**config.mk**
```make
export PLATFORM = sky130hd
export DESIGN_NAME = spp_top
export DESIGN_NICKNAME = d
export VERILOG_FILES = /design/src/design/spp_pkg.sv /design/src/design/spp_stream_if.sv /design/src/design/spp_fifo.sv /design/src/design/spp_top.sv
export VERILOG_INCLUDE_DIRS = /design/src /design/src/design
export SDC_FILE = /design/constraint.sdc
export NUM_CORES = 1
export LEC_CHECK = 0
export BUFFER_PORTS_ARGS = -buffer_cell sky130_fd_sc_hd__buf_2
export CAP_MARGIN = 20
export CORE_MARGIN = 4
export CORE_UTILIZATION = 26
export CTS_BUF_LIST = sky130_fd_sc_hd__clkbuf_4
export DETAILED_ROUTE_END_ITERATION = 8
export PLACE_DENSITY = 0.39
export SLEW_MARGIN = 20
export SYNTH_ARGS = -nofsm -noshare
export SYNTH_HDL_FRONTEND = slang
export SYNTH_HIERARCHICAL = 1
export SYNTH_SLANG_ARGS = --single-unit
```
**constraint.sdc**
```tcl
create_clock -name clk_sys -period 3 [get_ports clk_sys]
set_input_delay 0.15 -clock clk_sys [delete_from_list [all_inputs] [get_ports clk_sys]]
set_output_delay 0.15 -clock clk_sys [all_outputs]
set_load 0.01 [all_outputs]
```
**src/design/spp_consts.svh**
```systemverilog
`ifndef SPP_CONSTS_SVH
`define SPP_CONSTS_SVH

// ----------------------------------------
// clock and byte framing
// ----------------------------------------
`define SPP_CLK_MHZ 100
`define SPP_LAST_BIT 4'h7
`define SPP_EDGE_COUNT 5'h10

// ----------------------------------------
// sck half periods in system clocks, per rate choice
// ----------------------------------------
`define SPP_HALF_DIV2 7'h01
`define SPP_HALF_DIV4 7'h02
`define SPP_HALF_DIV8 7'h04
`define SPP_HALF_DIV16 7'h08
`define SPP_HALF_DIV32 7'h10
`define SPP_HALF_DIV64 7'h20
`define SPP_HALF_DIV128 7'h40

// ----------------------------------------
// reset values and receive buffer size
// ----------------------------------------
`define SPP_BYTE_RST 8'h00
`define SPP_SS_SYNC_RST 3'h7
`define SPP_FIFO_DEPTH 4
`define SPP_FIFO_WIDTH 8

`endif

```
**src/design/spp_pkg.sv**
```systemverilog
package spp_pkg;
   typedef logic [7:0] spp_byte_type;
   typedef logic [1:0] spp_rate_type;
   typedef enum logic [1:0] {
      SPP_IDLE,
      SPP_MASTER_RUN,
      SPP_SLAVE_RUN
   } spp_state_type;
endpackage

```
**src/design/spp_stream_if.sv**
```systemverilog
`timescale 1ns/1ps
interface spp_stream_if #(parameter int WIDTH = 8);
   logic valid;
   logic ready;
   logic [WIDTH-1:0] data;
   modport src (output valid, output data, input ready);
   modport snk (input valid, input data, output ready);
endinterface

```
**src/design/spp_fifo.sv**
```systemverilog
`timescale 1ns/1ps
module spp_fifo #(
   parameter int WIDTH = 8,
   parameter int DEPTH = 4
) (
   input wire logic clk_sys,
   input wire logic rst,
   spp_stream_if.snk fill,
   spp_stream_if.src drain
);
   localparam int AW = $clog2(DEPTH);
   typedef struct packed {
      logic [DEPTH-1:0][WIDTH-1:0] mem;
      logic [AW-1:0] wptr;
      logic [AW-1:0] rptr;
      logic [AW:0] count;
      logic in_ready;
      logic out_valid;
      logic [WIDTH-1:0] out_data;
   } spp_fifo_state_type;
   spp_fifo_state_type q, d;
   logic push;
   logic pop;

   // output word sits in its own register, so the store holds DEPTH more
   always_comb begin
      d = q;
      push = fill.valid & q.in_ready;
      pop = drain.ready & q.out_valid;
      if (push) begin
         d.mem[q.wptr] = fill.data;
         d.wptr = q.wptr + 1'b1;
      end
      if ((!q.out_valid || pop) && (q.count != '0)) begin
         d.out_data = q.mem[q.rptr];
         d.out_valid = 1'b1;
         d.rptr = q.rptr + 1'b1;
      end else if (pop) begin
         d.out_valid = 1'b0;
      end
      if (push && !((!q.out_valid || pop) && (q.count != '0))) begin
         d.count = q.count + 1'b1;
      end else if (!push && ((!q.out_valid || pop) && (q.count != '0))) begin
         d.count = q.count - 1'b1;
      end
      d.in_ready = (d.count < (AW+1)'(DEPTH));
   end

   always_ff @(posedge clk_sys) begin
      if (rst) begin
         q <= '0;
      end else begin
         q <= d;
      end
   end

   assign fill.ready = q.in_ready;
   assign drain.valid = q.out_valid;
   assign drain.data = q.out_data;
endmodule

```
**src/design/spp_top.sv**
```systemverilog
`timescale 1ns/1ps
`include "spp_consts.svh"
// Functional notes
// - master write of a byte starts sck and shifts out eight bits.
// - after the master byte, sck stops and the done flag sets.
// - done flag set with interrupt enable raises the interrupt output.
// - last received byte is kept readable in the receive buffer.
// - slave with select high stays idle, miso not driven.
// - slave accepts writes while deselected; shifting waits for select low.
// - slave sets the done flag once a full byte shifted through.
// - slave may load the next byte before reading the received one.
// - transmit single buffered; writes only after the whole shift completes.
// - receive buffer holds five bytes; when full the master stalls and new slave bytes are lost.
// - enabled port overrides pin directions per master or slave mode.
// - data goes master to slave on mosi, back on miso, simultaneously.
// - port stays inactive unless the power gate bit is zero.
// - seven master sck rates including double speed system clock over two.
// - software picks lsb first or msb first shifting.
// - completed transfer interrupt can wake the system from idle.
// - slave select rising resets the shifter and drops partial bytes.
// - master with select input low drops to slave and sets done flag.
// - polarity sets sck idle level, phase picks leading or trailing sample.
module spp_top (
   input wire logic clk_sys,
   input wire logic rst,
   input wire logic port_power_gate,
   input wire logic port_enable,
   input wire logic master_set,
   input wire logic master_clear,
   input wire logic clock_polarity,
   input wire logic clock_phase,
   input wire logic data_order_lsb,
   input wire logic rate_double,
   input wire spp_pkg::spp_rate_type rate_sel,
   input wire logic ss_is_input,
   input wire logic dir_mosi,
   input wire logic dir_sck,
   input wire logic dir_miso,
   input wire logic transfer_irq_enable,
   input wire logic data_wr,
   input wire spp_pkg::spp_byte_type data_wr_byte,
   input wire logic done_clear,
   input wire logic wcol_clear,
   output logic rx_valid,
   output spp_pkg::spp_byte_type rx_data,
   input wire logic rx_ready,
   output logic transfer_done_flag,
   output logic write_collision,
   output logic transfer_irq,
   output logic master_select,
   output logic busy,
   input wire logic sck_in,
   output logic sck_out,
   output logic sck_oe,
   input wire logic mosi_in,
   output logic mosi_out,
   output logic mosi_oe,
   input wire logic miso_in,
   output logic miso_out,
   output logic miso_oe,
   input wire logic ss_n_in
);
   import spp_pkg::*;

   // ----------------------------------------
   // state
   // ----------------------------------------
   typedef struct packed {
      logic [2:0] sck_s;
      logic [2:0] mosi_s;
      logic [2:0] miso_s;
      logic [2:0] ss_s;
      logic sck_f;
      logic mosi_f;
      logic miso_f;
      logic ss_f;
      spp_state_type state;
      logic master;
      logic pending;
      spp_byte_type tx_buf;
      spp_byte_type tx_sh;
      spp_byte_type rx_sh;
      logic out;
      logic [6:0] div;
      logic sck;
      logic [4:0] edge_cnt;
      logic [3:0] smp;
      logic [3:0] bit_cnt;
      logic done_flag;
      logic wcol;
      logic irq;
      logic push;
      spp_byte_type push_data;
      logic sck_oe;
      logic mosi_oe;
      logic miso_oe;
   } spp_state_vec_type;

   spp_state_vec_type q, d;
   logic active;
   logic fifo_ready;
   logic [6:0] half;
   logic sck_lead;
   logic sck_trail;
   logic ss_fault;
   logic done_set;
   logic wr_block;

   spp_stream_if #(.WIDTH(`SPP_FIFO_WIDTH)) fill_if ();
   spp_stream_if #(.WIDTH(`SPP_FIFO_WIDTH)) drain_if ();

   // ----------------------------------------
   // bit order helpers
   // ----------------------------------------
   function automatic logic first_bit(input spp_byte_type b, input logic lsb);
      first_bit = lsb ? b[0] : b[7];
   endfunction

   function automatic spp_byte_type shift_out(input spp_byte_type b, input logic lsb);
      shift_out = lsb ? {1'b0, b[7:1]} : {b[6:0], 1'b0};
   endfunction

   function automatic spp_byte_type shift_in(input spp_byte_type b, input logic bit_in,
                                             input logic lsb);
      shift_in = lsb ? {bit_in, b[7:1]} : {b[6:0], bit_in};
   endfunction

   // ----------------------------------------
   // rate select
   // ----------------------------------------
   always_comb begin
      case ({rate_double, rate_sel})
         3'h0: half = `SPP_HALF_DIV4;
         3'h1: half = `SPP_HALF_DIV16;
         3'h2: half = `SPP_HALF_DIV64;
         3'h3: half = `SPP_HALF_DIV128;
         3'h4: half = `SPP_HALF_DIV2;
         3'h5: half = `SPP_HALF_DIV8;
         3'h6: half = `SPP_HALF_DIV32;
         default: half = `SPP_HALF_DIV64;
      endcase
   end

   // ----------------------------------------
   // next state
   // ----------------------------------------
   always_comb begin
      d = q;
      active = port_enable & ~port_power_gate;
      fifo_ready = fill_if.ready;
      done_set = 1'b0;
      d.push = 1'b0;
      d.smp = {q.smp[2:0], 1'b0};

      // three stage pin sync; a level counts once stages two and three agree
      d.sck_s = {q.sck_s[1:0], sck_in};
      d.mosi_s = {q.mosi_s[1:0], mosi_in};
      d.miso_s = {q.miso_s[1:0], miso_in};
      d.ss_s = {q.ss_s[1:0], ss_n_in};
      if (q.sck_s[1] == q.sck_s[2]) begin
         d.sck_f = q.sck_s[2];
      end
      if (q.mosi_s[1] == q.mosi_s[2]) begin
         d.mosi_f = q.mosi_s[2];
      end
      if (q.miso_s[1] == q.miso_s[2]) begin
         d.miso_f = q.miso_s[2];
      end
      if (q.ss_s[1] == q.ss_s[2]) begin
         d.ss_f = q.ss_s[2];
      end

      // leading edge leaves the idle level set by polarity
      sck_lead = clock_polarity ? (q.sck_f & ~d.sck_f) : (~q.sck_f & d.sck_f);
      sck_trail = clock_polarity ? (~q.sck_f & d.sck_f) : (q.sck_f & ~d.sck_f);

      // another master pulling select low while we lead the bus
      ss_fault = active & q.master & ss_is_input & ~q.ss_f;

      if (master_clear) begin
         d.master = 1'b0;
      end else if (master_set) begin
         d.master = 1'b1;
      end

      // single transmit buffer: a write is refused while a byte is in flight
      wr_block = (q.state != SPP_IDLE) | q.pending;
      if (active && data_wr) begin
         if (wr_block) begin
            d.wcol = 1'b1;
         end else if (q.master) begin
            d.tx_buf = data_wr_byte;
            d.pending = 1'b1;
         end else begin
            d.tx_buf = data_wr_byte;
         end
      end

      if (!active) begin
         d.state = SPP_IDLE;
         d.pending = 1'b0;
         d.sck = clock_polarity;
         d.bit_cnt = '0;
         d.edge_cnt = '0;
      end else if (ss_fault) begin
         d.master = 1'b0;
         done_set = 1'b1;
         d.state = SPP_IDLE;
         d.pending = 1'b0;
         d.sck = clock_polarity;
      end else if (q.master) begin
         // no select output here: software owns the select line
         case (q.state)
            SPP_IDLE: begin
               d.sck = clock_polarity;
               // a full receive buffer stalls the next master byte
               if (q.pending && fifo_ready && !q.push) begin
                  d.pending = 1'b0;
                  d.state = SPP_MASTER_RUN;
                  d.div = '0;
                  d.edge_cnt = '0;
                  d.bit_cnt = '0;
                  d.smp = '0;
                  if (!clock_phase) begin
                     d.out = first_bit(q.tx_buf, data_order_lsb);
                     d.tx_sh = shift_out(q.tx_buf, data_order_lsb);
                  end else begin
                     d.tx_sh = q.tx_buf;
                  end
               end
            end
            SPP_MASTER_RUN: begin
               // miso passes the pin sync, so each sample lands four clocks late
               if (q.smp[3]) begin
                  d.rx_sh = shift_in(q.rx_sh, q.miso_f, data_order_lsb);
                  d.bit_cnt = q.bit_cnt + 4'h1;
               end
               if (q.edge_cnt == `SPP_EDGE_COUNT) begin
                  // sck already parked; finish once the last late sample is in
                  if (q.smp == 4'h0) begin
                     d.state = SPP_IDLE;
                     done_set = 1'b1;
                     d.push = 1'b1;
                     d.push_data = q.rx_sh;
                  end
               end else if (q.div == half - 7'h01) begin
                  d.div = '0;
                  d.sck = ~q.sck;
                  d.edge_cnt = q.edge_cnt + 5'h01;
                  // phase 0 samples on the leading edge, phase 1 on the trailing
                  if ((q.edge_cnt[0] == 1'b0) == !clock_phase) begin
                     d.smp[0] = 1'b1;
                  end else begin
                     d.out = first_bit(q.tx_sh, data_order_lsb);
                     d.tx_sh = shift_out(q.tx_sh, data_order_lsb);
                  end
               end else begin
                  d.div = q.div + 7'h01;
               end
            end
            default: begin
               d.state = SPP_IDLE;
            end
         endcase
      end else if (q.ss_f) begin
         // deselected slave sleeps and forgets any partial byte
         d.state = SPP_IDLE;
         d.bit_cnt = '0;
         d.rx_sh = `SPP_BYTE_RST;
         d.sck = clock_polarity;
      end else begin
         d.sck = clock_polarity;
         if (q.state == SPP_IDLE) begin
            // before the first edge the shifter follows the data register
            if (!clock_phase) begin
               d.out = first_bit(q.tx_buf, data_order_lsb);
               d.tx_sh = shift_out(q.tx_buf, data_order_lsb);
            end else begin
               d.tx_sh = q.tx_buf;
            end
         end
         if ((q.state == SPP_IDLE && sck_lead) || q.state == SPP_SLAVE_RUN) begin
            if (q.state == SPP_IDLE) begin
               d.state = SPP_SLAVE_RUN;
               d.bit_cnt = '0;
            end
            if ((clock_phase ? sck_trail : sck_lead)) begin
               d.rx_sh = shift_in(q.rx_sh, q.mosi_f, data_order_lsb);
               d.bit_cnt = ((q.state == SPP_IDLE) ? 4'h0 : q.bit_cnt) + 4'h1;
               if (q.state == SPP_SLAVE_RUN && q.bit_cnt == `SPP_LAST_BIT) begin
                  d.state = SPP_IDLE;
                  done_set = 1'b1;
                  // slave cannot stall the master: a full buffer loses the byte
                  d.push = fifo_ready;
                  d.push_data = d.rx_sh;
               end
            end else if ((clock_phase ? sck_lead : sck_trail)) begin
               if (q.state == SPP_IDLE) begin
                  d.out = first_bit(q.tx_buf, data_order_lsb);
                  d.tx_sh = shift_out(q.tx_buf, data_order_lsb);
               end else begin
                  d.out = first_bit(q.tx_sh, data_order_lsb);
                  d.tx_sh = shift_out(q.tx_sh, data_order_lsb);
               end
            end
         end
      end

      // set wins over a clear in the same cycle
      if (done_set) begin
         d.done_flag = 1'b1;
      end else if (done_clear) begin
         d.done_flag = 1'b0;
      end
      if (active && data_wr && wr_block) begin
         d.wcol = 1'b1;
      end else if (wcol_clear) begin
         d.wcol = 1'b0;
      end

      // also the wake source out of idle sleep
      d.irq = d.done_flag & transfer_irq_enable;

      // pin direction override
      if (!active) begin
         d.sck_oe = 1'b0;
         d.mosi_oe = 1'b0;
         d.miso_oe = 1'b0;
      end else if (d.master) begin
         d.sck_oe = dir_sck;
         d.mosi_oe = dir_mosi;
         d.miso_oe = 1'b0;
      end else begin
         d.sck_oe = 1'b0;
         d.mosi_oe = 1'b0;
         d.miso_oe = dir_miso & ~d.ss_f;
      end
   end

   // ----------------------------------------
   // registers
   // ----------------------------------------
   always_ff @(posedge clk_sys) begin
      if (rst) begin
         q <= '0;
         q.ss_s <= `SPP_SS_SYNC_RST;
         q.ss_f <= 1'b1;
      end else begin
         q <= d;
      end
   end

   // ----------------------------------------
   // receive buffer
   // ----------------------------------------
   assign fill_if.valid = q.push;
   assign fill_if.data = q.push_data;
   assign drain_if.ready = rx_ready;

   spp_fifo #(
      .WIDTH(`SPP_FIFO_WIDTH),
      .DEPTH(`SPP_FIFO_DEPTH)
   ) u_rx_fifo (
      .clk_sys(clk_sys),
      .rst(rst),
      .fill(fill_if),
      .drain(drain_if)
   );

   // ----------------------------------------
   // outputs
   // ----------------------------------------
   assign rx_valid = drain_if.valid;
   assign rx_data = drain_if.data;
   assign transfer_done_flag = q.done_flag;
   assign write_collision = q.wcol;
   assign transfer_irq = q.irq;
   assign master_select = q.master;
   assign busy = q.pending;
   assign sck_out = q.sck;
   assign sck_oe = q.sck_oe;
   assign mosi_out = q.out;
   assign mosi_oe = q.mosi_oe;
   assign miso_out = q.out;
   assign miso_oe = q.miso_oe;
endmodule

```
Yosys cells after proc, flatten, opt, wreduce, memory -nomap -nowiden
Cells that the tools add are included.
{"block": "totals", "regBits": 130, "elab_cells": 269}
{"block": "classes", "n_addsub": 9, "order_cmp": 4, "eq_ne": 34, "n_bitwise": 23, "reduce_logical": 46, "mux": 114}
{"operator": "two-way mux 8 bit", "n": 21}
{"operator": "two-way mux 9 bit", "n": 11}
{"operator": "two-way mux 1 bit", "n": 47}
{"operator": "case mux 7 bit (6 select lines)", "n": 1}
{"operator": "two-way mux 17 bit", "n": 2}
{"operator": "bitwise mux 32 bit", "n": 1}
{"operator": "two-way mux 4 bit", "n": 7}
{"operator": "case mux 14 bit (2 select lines)", "n": 1}
{"operator": "two-way mux 13 bit", "n": 2}
{"operator": "!= test 3 bit, second input constant", "n": 7}
{"operator": "two-way mux 2 bit", "n": 9}
{"operator": "AND reduction 6 bit", "n": 3}
{"operator": "binary-select mux 8 bit (select 2 bit)", "n": 1}
{"operator": "demux 8 bit (select 2 bit)", "n": 1}
{"operator": "case mux 8 bit (2 select lines)", "n": 1}
{"operator": "nonzero test 3 bit", "n": 5}
{"operator": "two-way mux 14 bit", "n": 1}
{"operator": "two-way mux 6 bit", "n": 2}
{"operator": "inverter 1 bit", "n": 12}
{"operator": "nonzero test 2 bit", "n": 6}
{"operator": "bitwise AND 1 bit", "n": 10}
{"operator": "logical AND 1 bit", "n": 10}
{"operator": "!= test 2 bit, second input constant", "n": 5}
{"operator": "!= test 5 bit, second input constant", "n": 2}
{"operator": "41 further kinds", "n": 62}

Depth between registers and ports, before layout
{"block": "depth", "word_depth": 14, "ltp_mapped": 10, "depth_no_buf": 9}

Modules after synthesis
The synthesis kept the hierarchy.
{"module": "spp_top", "seq_area_each_um2": 1621.6, "cells_each": 524, "n_inst": 1, "area_each_um2": 4496.8}
{"module": "spp_fifo", "seq_area_each_um2": 980.9, "cells_each": 222, "n_inst": 1, "area_each_um2": 2258.4}

Worst setup path before layout
No wires, ideal clock.
{"block": "synth_path", "path_type": "flip-flop to flip-flop", "start": "register, netlist name q[23]", "end": "register, netlist name q[29]", "n_path_buf": 0, "t_arrival_ns": 1.955, "synth_period_minus_slack_ns": 2.089, "path_slack_ns": 0.911, "stages_incl_launch_ff": 8, "path_cell_list": "dfxtp_1 > inv_1 > ha_1 > and4bb_1 > mux2_2 > nor3_2 > a21boi_1 > nor3_1"}

==> flow_metrics.tcl <==
set metrics [dict create \
    grt_overflow 0 \
    powerDensity_mw_per_mm2 433.4 \
    critical_path_class "flop to flop" \
    insertion_delay_ns 0.57 \
    critPathTopFamily "simple AND/OR/NAND/NOR gates" \
    vias 5713 \
    setup_viol 0 \
    slew_viol_final 0 \
    finalNetCount 856 \
    antenna_left 0 \
    synth_cell_type_count 72 \
    path_cells "nand2b_1 > nor4_1 > buf_4 > o31ai_1 > a21oi_1 > and2_1 > dlygate4sd3_1" \
    postSynthCellCount 746 \
    floorplan.initialDensity_pct 26.60 \
    max_stage_delay_ns 0.62 \
    layout-drive-gt1-share_pct 15.33 \
    die_y_microns 169.2 \
    gp_congestion 0.7841 \
    numPortBuffers 52 \
    end_kind "flop" \
    yosysWarnings 6 \
    fin_ws_ns 0.2876 \
    wirelength_microns 18160 \
    cts_resized 0 \
    timing.fmax_mhz 368.7 \
    mostFrequentLayoutCell "dfxtp_1" \
    clockBufferDepth 2 \
    htree_levels 4 \
    max-cap-violations 0 \
    layout_min_cycle_time_ns 2.712 \
    rsz0062_at_grt "false" \
    cts_tree "built" \
    slew_headroom_pct 48.21 \
    antenna_found_initial 1 \
    syn_to_final_growth_pct 16.48 \
    clock_sink_count 130 \
    vdd_drop_max_mv 0.1829 \
    grt_pass1_vias 5849 \
    p_leak_nw 3.236 \
    root_buffer "clkbuf_4" \
    core_sq_mm 0.02540 \
    synth-async-reset-ratio_pct 0 \
    synth_top_area_share_pct 38.53 \
    synth_area_sq_mm 0.006755 \
    num_rows 58 \
    grtUsageTotal_pct 12.91 \
    critical_path_required_ns 3.52 \
    grt_pass1_wl_microns 30170 \
    drcViolationCount 0 \
    status "finished, final reports clean" \
    hold_violations 0 \
    finalHoldWorstSlack_ns 0.1539 \
    post-route-period-util_pct 90.41 \
    dp_slack_ns 0.5453 \
    path_clk_slew_ns 0.15 \
    ioPinCount 53 \
    routedWlPerCell_microns 15.74 \
    cts_made_buffers 17 \
    yosys-top-cells-area "dfxtp_1 39%, mux2i_1 11%, nor2_1 4.1%" \
    via_per_inst 4.951 \
    synth_nets 793 \
    synth_area_leader_cell "dfxtp_1" \
    tightest_slew_ns 0.7741 \
    final_cell_mix "130 x dfxtp_1, 75 x mux2i_1, 73 x nor2_1, 52 x nand2_1, 51 x buf_2" \
    dieWidth_microns 169.2 \
    synth_edf_count 0 \
    first_iter_violations 265 \
    critPathMaxFanout 12 \
    avgSynthCellArea_sq_um 9.055 \
    dieArea_sq_mm 0.02863 \
    min_path_type "primary input to flop" \
    critPathSlowestCell "dfxtp_1" \
    critPathLaunchType "flop" \
    final.setup.tns_ns 0 \
    dp_hpwl_microns 13100 \
    ys_seq_area_share_pct 38.53 \
    ys.flop_type "dfxtp_1" \
    finClkSkew_ns 0.02878 \
    grt_max_degree 68 \
    first_pass_iters 5 \
    critPathArrivalTime_ns 3.23 \
    cp_num_buf_inv 2 \
    synth-seq-cells 130 \
]
==> repair_timing <==
action	CTS	global route
buffers inserted	0	0
endpoints found under the hold margin	36	0
hold buffers	30	0
==> flip-flops by register name (all words and copies together), names as in the netlist, 8 cells and up, named ones only <==
name and cells:
d 8, u_rx_fifo/drain.data 8, u_rx_fifo/q 38, q 54, fill_if.data 8
==> power by group <==
part           switching [mW]  internal, mW  leakage [nW]  total, mW
logic                   0.219         0.161          2.03      0.380
registers              0.0562          1.76          1.05       1.82
clock network           0.832         0.382         0.150       1.21
total                    1.11          2.30          3.24       3.41
==> through the flow <==
step,utilization (%),power (mW),cell area [sq um],std cells
6_report,30.98,3.410,7869,1154
3_3_place_gp,28.64,2.202,7274,1090
4_1_cts,30.96,3.488,7864,1152
5_1_grt,30.98,3.601,7869,1154
2_1_floorplan,-,2.107,6755,746
3_5_place_dp,28.64,2.213,7274,1090
==> worst reg2reg max path: cells and delay by family (launching register included) <==
family	cells	cell delay, ns
compound gates	2	0.34
simple gates	3	0.93
buf+inv	2	0.81
flops	1	0.62
==> kinds of logic (layout without fill, tap and decap cells) <==
family                     after synthesis  count (layout)  share of synthesized area (%)
and+or+nand+nor                        259             259                          19.95
AOI/OAI and AO/OA                      165             165                          16.23
DFF                                    130             130                          38.53
muxes                                   97              97                          16.56
buffers and inverters                   69             145                          4.593
adders and majority gates               14              14                          2.593
xor gates and xnor gates                12              12                          1.556
other                                    0               2                              0
==> synthesized netlist by cell type (all sizes together) (6+ instances only) <==
cell    number
and3         8
a22o         7
a21oi       45
or3         10
nor2        74
clkbuf      28
mux4         8
o211ai      11
inv         21
mux2i       75
dfxtp      130
a211oi       8
xor2         7
ha          14
and2         8
nand3       25
mux2        14
nand2       52
o221ai       6
nor3        15
nand2b      11
a21o         6
nor2b       21
o21ai       43
buf         20
==> layer usage <==
layer | GRT usage (%) | part of all wire (%) | vias up
li1 | - | - | 2837
met1 | 16.36 | 46 | 2762
met2 | 22.13 | 49 | 97
met3 | 2.958 | 3.6 | 17
met4 | 3.535 | 1.2 | 0
met5 | 0 | 0 | -
==> final timing paths <==
path                      startpoint                       to  slack [ns]  cells after the start
hold / removal           rate_sel[0]         q[19]$_SDFF_PP0_        0.15                      5
setup reg to reg  q[63]$_SDFFE_PP0P_  transfer_irq$_SDFF_PP0_        0.29                      7
hold reg to reg     d[70]$_SDFF_PP1_         d[71]$_SDFF_PP1_        0.46                      1
setup / recovery  q[63]$_SDFFE_PP0P_  transfer_irq$_SDFF_PP0_        0.29                      7
==> layout make-up <==
class | count | area, sq um
Multi-Input combinational cell | 547 | 3842
Clock buffer | 17 | 127.6
Tap cell | 330 | 412.9
Sequential cell | 130 | 2603
Antenna cell | 2 | 5.005
Clock inverter | 15 | 161.4
Inverter | 21 | 78.83
Timing Repair Buffer | 92 | 638.1
Fill cell | 2692 | 17530
Note: power is estimated with default switching activity, not from simulation.
